--- config.mk ---
export PLATFORM = sky130hd
export DESIGN_NAME = mioa_alu
export DESIGN_NICKNAME = d
export VERILOG_FILES = /design/src/design/mioa_pkg.sv /design/src/design/mioa_cond_eval.sv /design/src/design/mioa_alu.sv
export SDC_FILE = /design/constraint.sdc
export NUM_CORES = 1
export LEC_CHECK = 0
export BUFFER_PORTS_ARGS = -buffer_cell sky130_fd_sc_hd__buf_2
export CORE_ASPECT_RATIO = 0.7
export CORE_UTILIZATION = 49
export CTS_CLUSTER_DIAMETER = 60
export DETAILED_ROUTE_END_ITERATION = 10
export PLACE_DENSITY = 0.82
export SLEW_MARGIN = 20
export SYNTH_ARGS = -nofsm -noshare
export SYNTH_HDL_FRONTEND = slang
export SYNTH_SLANG_ARGS = --single-unit
--- constraint.sdc ---
create_clock -name clock_i -period 3.4 [get_ports clock_i]
set_input_delay 0.17 -clock clock_i [delete_from_list [all_inputs] [get_ports clock_i]]
set_output_delay 0.17 -clock clock_i [all_outputs]
set_load 0.05 [all_outputs]
--- src/design/mioa_pkg.sv ---
package mioa_pkg;

  // ****************************************
  // Word and field layout
  // ****************************************
  localparam int DATA_W = 32;
  localparam int OPC_MSB = 31;
  localparam int OPC_LSB = 26;
  localparam int RD_MSB = 25;
  localparam int RD_LSB = 20;
  localparam int MEM_UPDATE_BIT = 19;
  localparam int ABC_MSB = 18;
  localparam int ABC_LSB = 16;
  localparam int RSA_MSB = 15;
  localparam int RSA_LSB = 10;
  localparam int IMM_MSB = 9;
  localparam int IMM_LSB = 0;
  localparam int IMM_W = 10;
  localparam int MOD_MSB = 9;
  localparam int MOD_LSB = 7;
  localparam int ALWAYS_EXEC_BIT = 6;
  localparam int RSB_MSB = 5;
  localparam int RSB_LSB = 0;
  localparam int REG_IDX_W = 6;
  localparam int ABC_W = 3;
  localparam int MOD_W = 3;

  // ****************************************
  // Opcodes
  // ****************************************
  localparam logic [5:0] OPC_MIN_IMM = 6'h3D;
  localparam logic [5:0] OPC_OR_REG = 6'h31;

  // ****************************************
  // Modulo window: bits per modulo step
  // ****************************************
  localparam int MOD_STEP = 4;

  // ****************************************
  // Branch conditions
  // ****************************************
  typedef enum logic [2:0] {
    MIOA_C_NEVER = 3'h0,
    MIOA_C_ALWAYS = 3'h1,
    MIOA_C_ZERO = 3'h2,
    MIOA_C_NONZERO = 3'h3,
    MIOA_C_SEL4 = 3'h4,
    MIOA_C_SEL5 = 3'h5,
    MIOA_C_OVF = 3'h6,
    MIOA_C_NOOVF = 3'h7
  } mioa_cond_t;

  localparam logic [DATA_W-1:0] RESET_DATA = 32'h0000_0000;

endpackage : mioa_pkg

--- src/design/mioa_cond_eval.sv ---
module mioa_cond_eval
  import mioa_pkg::*;
(
  input wire logic [DATA_W-1:0] result_i,
  input wire logic [DATA_W-1:0] opa_i,
  input wire logic alt_set_i,
  input wire logic [ABC_W-1:0] abc_i,
  input wire logic ovf_i,
  output logic take_o
);

  // ****************************************
  // Condition decode
  // ****************************************
  // Codes 4 and 5 differ per set: sign test by default, operand kept in the alternate set
  always_comb begin
    take_o = 1'b0;
    unique case (mioa_cond_t'(abc_i))
      MIOA_C_NEVER: take_o = 1'b0;
      MIOA_C_ALWAYS: take_o = 1'b1;
      MIOA_C_ZERO: take_o = (result_i == RESET_DATA);
      MIOA_C_NONZERO: take_o = (result_i != RESET_DATA);
      MIOA_C_SEL4: take_o = alt_set_i ? (result_i == opa_i) : result_i[DATA_W-1];
      MIOA_C_SEL5: take_o = alt_set_i ? (result_i != opa_i) : !result_i[DATA_W-1];
      MIOA_C_OVF: take_o = ovf_i;
      MIOA_C_NOOVF: take_o = !ovf_i;
    endcase
  end

endmodule : mioa_cond_eval

--- src/design/mioa_alu.sv ---
// Operation
// RL1: Decode opcode 111101 with register/immediate fields
// RL2: Extend immediate bit 9 through bits 31:10
// RL3: Unsigned minimum of rsa and immediate to rd
// RL4: Overflow flag left unchanged by both operations
// RL5: Minimum-immediate uses alternate branch condition set
// RL6: Decode opcode 110001 with two-register fields
// RL7: OR rsa with rsb under modulo select
// RL8: Branch on condition of ALU result
// RL9: Update bit writes result to Fast Memory
module mioa_alu
  import mioa_pkg::*;
(
  input wire logic clock_i,
  input wire logic reset_n_i,
  input wire logic valid_i,
  input wire logic [DATA_W-1:0] insn_i,
  input wire logic [DATA_W-1:0] opa_i,
  input wire logic [DATA_W-1:0] opb_i,
  input wire logic ovf_i,
  output logic wb_valid_o,
  output logic [REG_IDX_W-1:0] wb_rd_o,
  output logic [DATA_W-1:0] wb_data_o,
  output logic mem_update_o,
  output logic branch_take_o,
  output logic always_exec_o,
  output logic ovf_flag_o,
  output logic unknown_op_o
);

  // ****************************************
  // State
  // ****************************************
  typedef struct packed {
    logic wb_valid;
    logic [REG_IDX_W-1:0] wb_rd;
    logic [DATA_W-1:0] wb_data;
    logic mem_update;
    logic branch_take;
    logic always_exec;
    logic ovf_flag;
    logic unknown_op;
  } mioa_state_t;

  mioa_state_t state_reg;
  mioa_state_t state_next;

  // ****************************************
  // Decode and datapath
  // ****************************************
  logic [5:0] opcode;
  logic is_min_imm;
  logic is_or_reg;
  logic [DATA_W-1:0] imm_ext;
  logic [DATA_W-1:0] min_val;
  logic [DATA_W-1:0] or_val;
  logic [DATA_W-1:0] mod_mask;
  logic [DATA_W-1:0] result;
  logic [MOD_W-1:0] modulo_select;
  logic cond_take;

  assign opcode = insn_i[OPC_MSB:OPC_LSB];
  assign is_min_imm = (opcode == OPC_MIN_IMM); // RL1
  assign is_or_reg = (opcode == OPC_OR_REG); // RL6
  assign modulo_select = insn_i[MOD_MSB:MOD_LSB];
  assign imm_ext = {{(DATA_W-IMM_W){insn_i[IMM_MSB]}}, insn_i[IMM_MSB:IMM_LSB]}; // RL2
  assign min_val = (opa_i < imm_ext) ? opa_i : imm_ext; // RL3

  // Modulo window: a nonzero modulo_select changes only the low bits, upper bits keep rsa
  always_comb begin
    mod_mask = '1;
    if (modulo_select != '0) begin
      mod_mask = ~({DATA_W{1'b1}} << (int'(modulo_select) * MOD_STEP));
    end
  end

  assign or_val = ((opa_i | opb_i) & mod_mask) | (opa_i & ~mod_mask); // RL7
  assign result = is_min_imm ? min_val : or_val;

  mioa_cond_eval u_cond (
    .result_i(result),
    .opa_i(opa_i),
    .alt_set_i(is_min_imm), // RL5
    .abc_i(insn_i[ABC_MSB:ABC_LSB]),
    .ovf_i(ovf_i),
    .take_o(cond_take)
  );

  // ****************************************
  // Next state
  // ****************************************
  always_comb begin
    state_next = state_reg;
    state_next.ovf_flag = ovf_i; // RL4
    state_next.wb_valid = 1'b0;
    state_next.mem_update = 1'b0;
    state_next.branch_take = 1'b0;
    state_next.always_exec = 1'b0;
    state_next.unknown_op = 1'b0;
    if (valid_i) begin
      if (is_min_imm || is_or_reg) begin
        state_next.wb_valid = 1'b1;
        state_next.wb_rd = insn_i[RD_MSB:RD_LSB];
        state_next.wb_data = result;
        state_next.mem_update = insn_i[MEM_UPDATE_BIT]; // RL9
        state_next.branch_take = cond_take; // RL8
        // Immediate form has no always-execute bit; its low bits are data
        state_next.always_exec = is_or_reg && insn_i[ALWAYS_EXEC_BIT];
      end else begin
        // Foreign opcodes are flagged, never written back
        state_next.unknown_op = 1'b1;
      end
    end
  end

  always_ff @(posedge clock_i) begin
    if (!reset_n_i) begin
      state_reg <= '0;
    end else begin
      state_reg <= state_next;
    end
  end

  // ****************************************
  // Outputs
  // ****************************************
  assign wb_valid_o = state_reg.wb_valid;
  assign wb_rd_o = state_reg.wb_rd;
  assign wb_data_o = state_reg.wb_data;
  assign mem_update_o = state_reg.mem_update;
  assign branch_take_o = state_reg.branch_take;
  assign always_exec_o = state_reg.always_exec;
  assign ovf_flag_o = state_reg.ovf_flag;
  assign unknown_op_o = state_reg.unknown_op;

  // ****************************************
  // Assertions
  // ****************************************
  a_decode_min_hit: assert property ( // RL1
    @(posedge clock_i) disable iff (!reset_n_i)
    valid_i && insn_i[OPC_MSB:OPC_LSB] == 6'h3D
    |=> wb_valid_o && !unknown_op_o && wb_rd_o == $past(insn_i[25:20]))
    else $error("min-immediate not decoded");

  a_decode_or_hit: assert property ( // RL6
    @(posedge clock_i) disable iff (!reset_n_i)
    valid_i && insn_i[OPC_MSB:OPC_LSB] == 6'h31
    |=> wb_valid_o && always_exec_o == $past(insn_i[6]))
    else $error("register OR not decoded");

  a_decode_foreign: assert property ( // RL1
    @(posedge clock_i) disable iff (!reset_n_i)
    valid_i && insn_i[31:26] != 6'h3D && insn_i[31:26] != 6'h31
    |=> !wb_valid_o && unknown_op_o && !mem_update_o && !branch_take_o)
    else $error("foreign opcode wrote back");

  a_imm_extend: assert property ( // RL2
    @(posedge clock_i) disable iff (!reset_n_i)
    valid_i && insn_i[31:26] == 6'h3D
    |=> $past(insn_i[9])
        ? (wb_data_o == $past(opa_i) || wb_data_o[31:10] == 22'h3FFFFF)
        : wb_data_o[31:9] == 23'h0)
    else $error("immediate not extended from bit 9");

  a_min_value: assert property ( // RL3
    @(posedge clock_i) disable iff (!reset_n_i)
    valid_i && insn_i[31:26] == 6'h3D
    |=> (wb_data_o == $past(opa_i) || wb_data_o == $past(imm_ext))
        && wb_data_o <= $past(opa_i) && wb_data_o <= $past(imm_ext))
    else $error("minimum wrong");

  a_ovf_kept: assert property ( // RL4
    @(posedge clock_i) disable iff (!reset_n_i)
    $past(valid_i) && $past(reset_n_i) |-> ovf_flag_o == $past(ovf_i))
    else $error("overflow flag altered");

  a_alt_cond_set: assert property ( // RL5
    @(posedge clock_i) disable iff (!reset_n_i)
    valid_i && insn_i[31:26] == 6'h3D && insn_i[18:16] == 3'h4
    |=> branch_take_o == (wb_data_o == $past(opa_i)))
    else $error("alternate condition set not used");

  a_or_value: assert property ( // RL7
    @(posedge clock_i) disable iff (!reset_n_i)
    valid_i && insn_i[31:26] == 6'h31
    |=> (wb_data_o & ~($past(opa_i) | $past(opb_i))) == 32'h0000_0000
        && ($past(insn_i[9:7]) != 3'h0 || wb_data_o == ($past(opa_i) | $past(opb_i))))
    else $error("OR result wrong");

  a_branch_fixed: assert property ( // RL8
    @(posedge clock_i) disable iff (!reset_n_i)
    valid_i && (insn_i[31:26] == 6'h3D || insn_i[31:26] == 6'h31)
    |=> branch_take_o == ($past(insn_i[18:16]) == 3'h1
        || ($past(insn_i[18:16]) == 3'h2 && wb_data_o == 32'h0000_0000)
        || ($past(insn_i[18:16]) == 3'h3 && wb_data_o != 32'h0000_0000)
        || ($past(insn_i[18:16]) == 3'h6 && ovf_flag_o)
        || ($past(insn_i[18:16]) == 3'h7 && !ovf_flag_o)
        || ($past(insn_i[18:16]) == 3'h4
            && ($past(insn_i[31:26]) == 6'h3D ? wb_data_o == $past(opa_i) : wb_data_o[31]))
        || ($past(insn_i[18:16]) == 3'h5
            && ($past(insn_i[31:26]) == 6'h3D ? wb_data_o != $past(opa_i) : !wb_data_o[31]))))
    else $error("branch condition wrong");

  a_mem_update: assert property ( // RL9
    @(posedge clock_i) disable iff (!reset_n_i)
    mem_update_o |-> wb_valid_o && $past(insn_i[19]))
    else $error("memory update without update bit");

  a_idle_quiet: assert property ( // RL9
    @(posedge clock_i) disable iff (!reset_n_i)
    !valid_i
    |=> !wb_valid_o && !mem_update_o && !branch_take_o && !always_exec_o && !unknown_op_o)
    else $error("result pulse without instruction");

  a_update_bit: assert property ( // RL9
    @(posedge clock_i) disable iff (!reset_n_i)
    valid_i && (insn_i[31:26] == 6'h3D || insn_i[31:26] == 6'h31)
    |=> mem_update_o == $past(insn_i[19]))
    else $error("update bit not followed");

  a_min_no_exec: assert property ( // RL1
    @(posedge clock_i) disable iff (!reset_n_i)
    valid_i && insn_i[31:26] == 6'h3D
    |=> !always_exec_o)
    else $error("immediate bits read as always-execute");

  a_or_mod_window: assert property ( // RL7
    @(posedge clock_i) disable iff (!reset_n_i)
    valid_i && insn_i[31:26] == 6'h31 && insn_i[9:7] != 3'h0
    |=> ((wb_data_o ^ $past(opa_i)) >> (MOD_STEP * $past(insn_i[9:7]))) == 32'h0000_0000)
    else $error("modulo window leaked into upper bits");

endmodule : mioa_alu

# Yosys cells after proc, flatten, opt, wreduce, memory -nomap -nowiden
# Index checks and enable logic that the tools add are counted.
[totals]
reg_bits = 44
out_inout_bits = 44
wordCells = 46
[op_classes]
magnitude_cmp = 1
n_eq_ne = 11
shifts = 1
muxes = 8
n_bitwise = 6
reduce_logical = 11
[op_table]
columns = ["cell", "n"]
rows = [
  ["32-bit two-way mux", 3],
  ["32-bit AND", 2],
  ["32-bit NOT", 2],
  ["32-bit OR", 2],
  ["42-bit two-way mux", 1],
  ["32-bit equality test", 1],
  ["32-bit zero test", 1],
  ["32-bit < comparator", 1],
  ["32-bit != test", 1],
  ["32-bit nonzero test", 1],
  ["32-bit by 5-bit left shift with 32-bit output (first input constant)", 1],
  ["3-bit equality test (second input constant)", 4],
  ["6-bit equality test (second input constant)", 2],
  ["1-bit case mux with 8 select lines", 1],
  ["3-bit by 2-bit equality test with 1-bit output (second input constant)", 2],
  ["2-bit AND reduction", 2],
  ["3-bit by 1-bit equality test with 1-bit output (second input constant)", 1],
  ["3-bit zero test", 1],
  ["1-bit two-way mux", 3],
  ["3-bit AND reduction", 1],
  ["3-bit nonzero test", 1],
  ["1-bit zero test", 2],
  ["1-bit logical AND", 1],
  ["1-bit logical OR", 1],
]

# Longest topological paths before layout
[logic_depth]
depth_word = 11
mapped_depth = 14
mapped_depth_nobuf = 12

# By module
# Synthesis repeated with hierarchy kept, for this count alone.
[unflattened]
cells_unflattened = 482
hier_area_um2 = 3752.3
[modules_own_cells]
columns = ["module", "instances", "cells_per_inst", "area_each_um2", "seq_area_each_um2"]
rows = [
  ["mioa_alu", 1, 420, 3258.1, 880.8],
  ["mioa_cond_eval", 1, 62, 494.2, 0.0],
]

# Worst setup path after synthesis
# No wires, ideal clock.
[synth_path]
path_type = "input to register"
start = "input port insn_i[9]"
end = "register state_reg, in the netlist branch_take_o"
setup_time_ns = 0.123
arrival_time_ns = 2.868
setup_slack_ns = 0.409
stages = 13
n_path_buf = 1
cell_sequence = "buf_2 inv_2 ha_1 a21oi_1 nand2_1 a221o_1 a211oi_2 o21ai_1 a2111oi_4 o221ai_2 o41ai_2 a31oi_1 mux2i_1"
[synth_between]
elab_chain_len = 10
word_cells_on_any_way = 19
cone_classes = "order compare (1); eq/ne (2); shift (1); mux (6); bitwise (5); reduce/logical (4)"
[synth_lines]
columns = ["item", "line", "text"]
rows = [
  ["from (decl)", "mioa_alu.sv:17", "input wire logic [DATA_W-1:0] insn_i,"],
  ["parallel branches: the longest is 6 deep, another holds 32-bit < comparator", "n/a", ""],
  ["32-bit two-way mux (*)", "mioa_alu.sv:78", "assign result = is_min_imm ? min_val : or_val;"],
  ["32-bit != test (tied with other cells)", "mioa_cond_eval.sv:24", "MIOA_C_SEL5: take_o = alt_set_i ? (result_i != opa_i) : !result_i[DATA_W-1];"],
  ["1-bit two-way mux, on equally long branches", "mioa_cond_eval.sv:24, mioa_cond_eval.sv:23", ""],
  ["1-bit case mux with 8 select lines (*)", "mioa_cond_eval.sv:18", "unique case (mioa_cond_t'(abc_i))"],
  ["to (signal assigned)", "mioa_alu.sv:120", "state_reg <= state_next;"],
  ["to (decl)", "mioa_alu.sv:45", "mioa_state_t state_reg;"],
]
# Mark *: on every way between the ends.
# A chain may end at the register's enable or synchronous reset.

# Final worst setup path
# Ends and elaborated chain as after synthesis.

==> flow_summary_export.csv <==
group,metric,value,unit
layout,syn2layout_area_growth,26.2,%
layout,layout_commonest_cell,"buf_2",
critical_path,path_class,"in2reg",
critical_path,crit_buf_inv,3,
run_status,status,"completed",
pwr,power.density,292,mW/mm²
global_route,grt-ovfl-total,0,
critical_path,startpoint_type,"input port",
detailed_routing,drt-initial-drc-count,367,
cts,cts.clk_slew.worst_paths,0.09,ns
yosys,synth_edf_count,0,
yosys,synth-async-reset-ratio,0,
sta,fin_ws,0.384,ns
cts,cts_num_sinks,44,
sta,slew_violations,0,
detailed_routing,detail_route.wl_per_cell,16.3,µm
cts,cts_setup_buffers,0,
cts,cts_made_buffers,5,
sta,fin_setup_tns,0,ns
yosys,synth_ff_type,"dfxtp_1",
layout,nNetsFinal,734,
global_route,grt_start_max_net_pins,45,
die,die_h,71.7,µm
critical_path,endpoint_kind,"register",
yosys,yosys.cell_types.count,55,
yosys,seq_area_frac_synth,0.259,
cts,clockBufferDepth,2,
pwr,combPwrFrac,0.259,
detailed_routing,via_per_inst,5.75,
global_route,grt_use_total,0.309,
pwr,power.internal,870,µW
cts,htreeDepth,2,
critical_path,critical_path.top_delay_family,"compound AO/OA/AOI/OAI gates",
detailed_routing,firstDrtPassIters,5,
sta,period_needed,3.02,ns
die,die_w,102,µm
critical_path,crit_top_cell,"a21oi_1",
detailed_routing,remaining_drc_errors,0,
place,hpwl,9040,µm
pwr,p_clk_frac,0.325,
detailed_routing,vias,4000,
place,io_buffers,137,
pwr,p_total,1250,µW
sta,finalHoldViolCount,0,
yosys,syn_area_per_cell,7.24,µm²
critical_path,required,3.58,ns
worst_hold_path,hold_class,"in2reg",
sta,max_freq,332,MHz
die,rows,25,
pwr,power.switching,385,µW
pwr,irDropWorstVdd,0.170,mV
layout,num-fill-cells,615,
run,maxCapViolations,0,
sta,relSlewSlack,0.514,
yosys,synth_area_leaders,"dfxtp_1 26%, ha_1 12%, nand2_1 9.0%",
pwr,p_seq_frac,0.416,
die,die_area,0.00729,mm²
place,gp_congestion,0.972,
detailed_routing,route.final.wire_length,11300,µm
yosys,synth-seq-cells,44,
global_route,antenna_found_initial,0,
layout,layout_common_cells,"137 x buf_2, 82 x nand2_1, 60 x a21oi_1",
die,core,0.00673,mm²
place,post-place-ws,0.130,ns
yosys,syn_nets,603,
die,io_pins,144,
pwr,swShare,0.307,
cts,cts_tree,"built",
global_route,grt_pass1_wl,17500,µm
pwr,leakagePower,0.00209,µW
detailed_routing,ant_nets,0,
place,dpl-instance-area,0.00418,mm²
die,start_util,0.506,
cts,clk_latency,0.29,ns
sta,finalClockSkew,0,ns
layout,drive_gt1_frac,0.274,
cts,postCtsResizedCells,0,
yosys,syn_inst,470,
critical_path,crit_fanout,23,
sta,rsz0062_at_grt,"no",
yosys,syn_area,0.00340,mm²
sta,finalCritPeriodShare,0.887,
critical_path,cpPeakStageDelay,0.34,ns
critical_path,cpMaxStageDelayCell,"a221o_1",
critical_path,critPathArrivalTime,3.20,ns
yosys,synth_warnings,0,
global_route,grt_pass1_vias,3738,
yosys,yosys.area.top_type_share,0.259,
sta,setup_viol,0,
yosys,yosys.area.top_type,"dfxtp_1",
layout,antenna-diode-count,0,
layout,fin_area,0.00429,mm²
cts,cts_hold_buf,0,
sta,worst_pin_slew,0.721,ns
cts,cts_root_buffer,"clkbuf_8",
critical_path,path_cells,"buf_2, inv_2, ha_1, a21oi_1, o21ai_0, a221o_1, a211oi_2, o211ai_2, buf_4, a21oi_1, o22ai_1, nor4_1, a31oi_1, mux2i_1",
==> sequential cells by signal (all words and copies together), names as in the netlist <==
name and flops:
wb_data_o 32, wb_rd_o 6, always_exec_o 1, branch_take_o 1, mem_update_o 1, ovf_flag_o 1
unknown_op_o 1, wb_valid_o 1
==> cells in the mapped netlist (all sizes together), types with 3 or more instances <==
cell / instances
a21boi: 9
a21oi: 60
a31oi: 4
and2: 24
buf: 6
clkbuf: 16
dfxtp: 44
ha: 33
inv: 24
nand2: 82
nand2b: 4
nand3: 12
nand4: 9
nand4b: 3
nor2: 20
nor2b: 12
nor3: 13
nor4: 10
o21ai: 38
o221ai: 3
o22ai: 5
o31ai: 5
xor2: 3
==> per-layer routing <==
| layer | wire, µm | global-route usage | vias to the layer above |
|---|---|---|---|
| met4 | 253 | 0.0902 | 0 |
| met2 | 5040 | 0.526 | 225 |
| met3 | 1020 | 0.0615 | 29 |
| met5 | 0 | 0 | - |
| met1 | 5010 | 0.396 | 1806 |
| li1 | - | - | 1940 |
==> metrics by stage <==
stage                     cells   util  hold slack (ns)
after floorplan             470      -            0.292
after global placement      688  0.621            0.381
after detailed placement    688  0.621            0.392
after CTS                   696  0.639           0.0810
after global routing        696  0.639           0.0783
final                       696  0.639           0.0821
==> final cells by class <==
cell class                      instances  area, µm²  share of cell area
Timing Repair Buffer                  146        753               0.175
Sequential cell                        44        881               0.205
Clock inverter                          3       46.3              0.0108
Tap cell                               94        118              0.0274
Multi-Input combinational cell        380       2340               0.544
Inverter                               24       90.1              0.0210
Clock buffer                            5       68.8              0.0160
==> cell families (layout without fill, tap and decap cells) <==
| kind of cell | after synthesis | in the layout | share of synthesized area |
|---|---|---|---|
| AOI/OAI and AO/OA | 143 | 143 | 0.261 |
| xor gates and xnor gates | 5 | 5 | 0.0129 |
| adders and majority gates | 33 | 33 | 0.121 |
| buffers and inverters | 46 | 178 | 0.0544 |
| DFF | 44 | 44 | 0.259 |
| muxes | 3 | 3 | 0.00919 |
| and+or+nand+nor | 196 | 196 | 0.282 |
==> power groups by stage <==
stage | Sequential, µW | Combinational (µW) | Clock [µW]
floorplan | 553 | 160 | 0
global placement | 534 | 308 | 0
detailed placement | 535 | 317 | 0
CTS | 522 | 318 | 413
global route | 523 | 357 | 433
finish | 522 | 325 | 407
==> path summary, 6_finish.rpt <==
kind / slack [ns] / depth (start not counted) / start / endpoint
worst min-delay path: 0.08 / 2 / insn_i[19] / mem_update_o$_SDFF_PN0_
worst max-delay path: 0.38 / 14 / insn_i[9] / branch_take_o$_SDFF_PN0_
worst max register to register: 2.64 / 3 / wb_data_o[10]$_SDFFE_PN0P_ / wb_data_o[10]$_SDFFE_PN0P_
worst min register to register: 0.47 / 2 / wb_rd_o[2]$_SDFFE_PN0P_ / wb_rd_o[2]$_SDFFE_PN0P_
No activity file was read; power rests on OpenSTA's default activity.
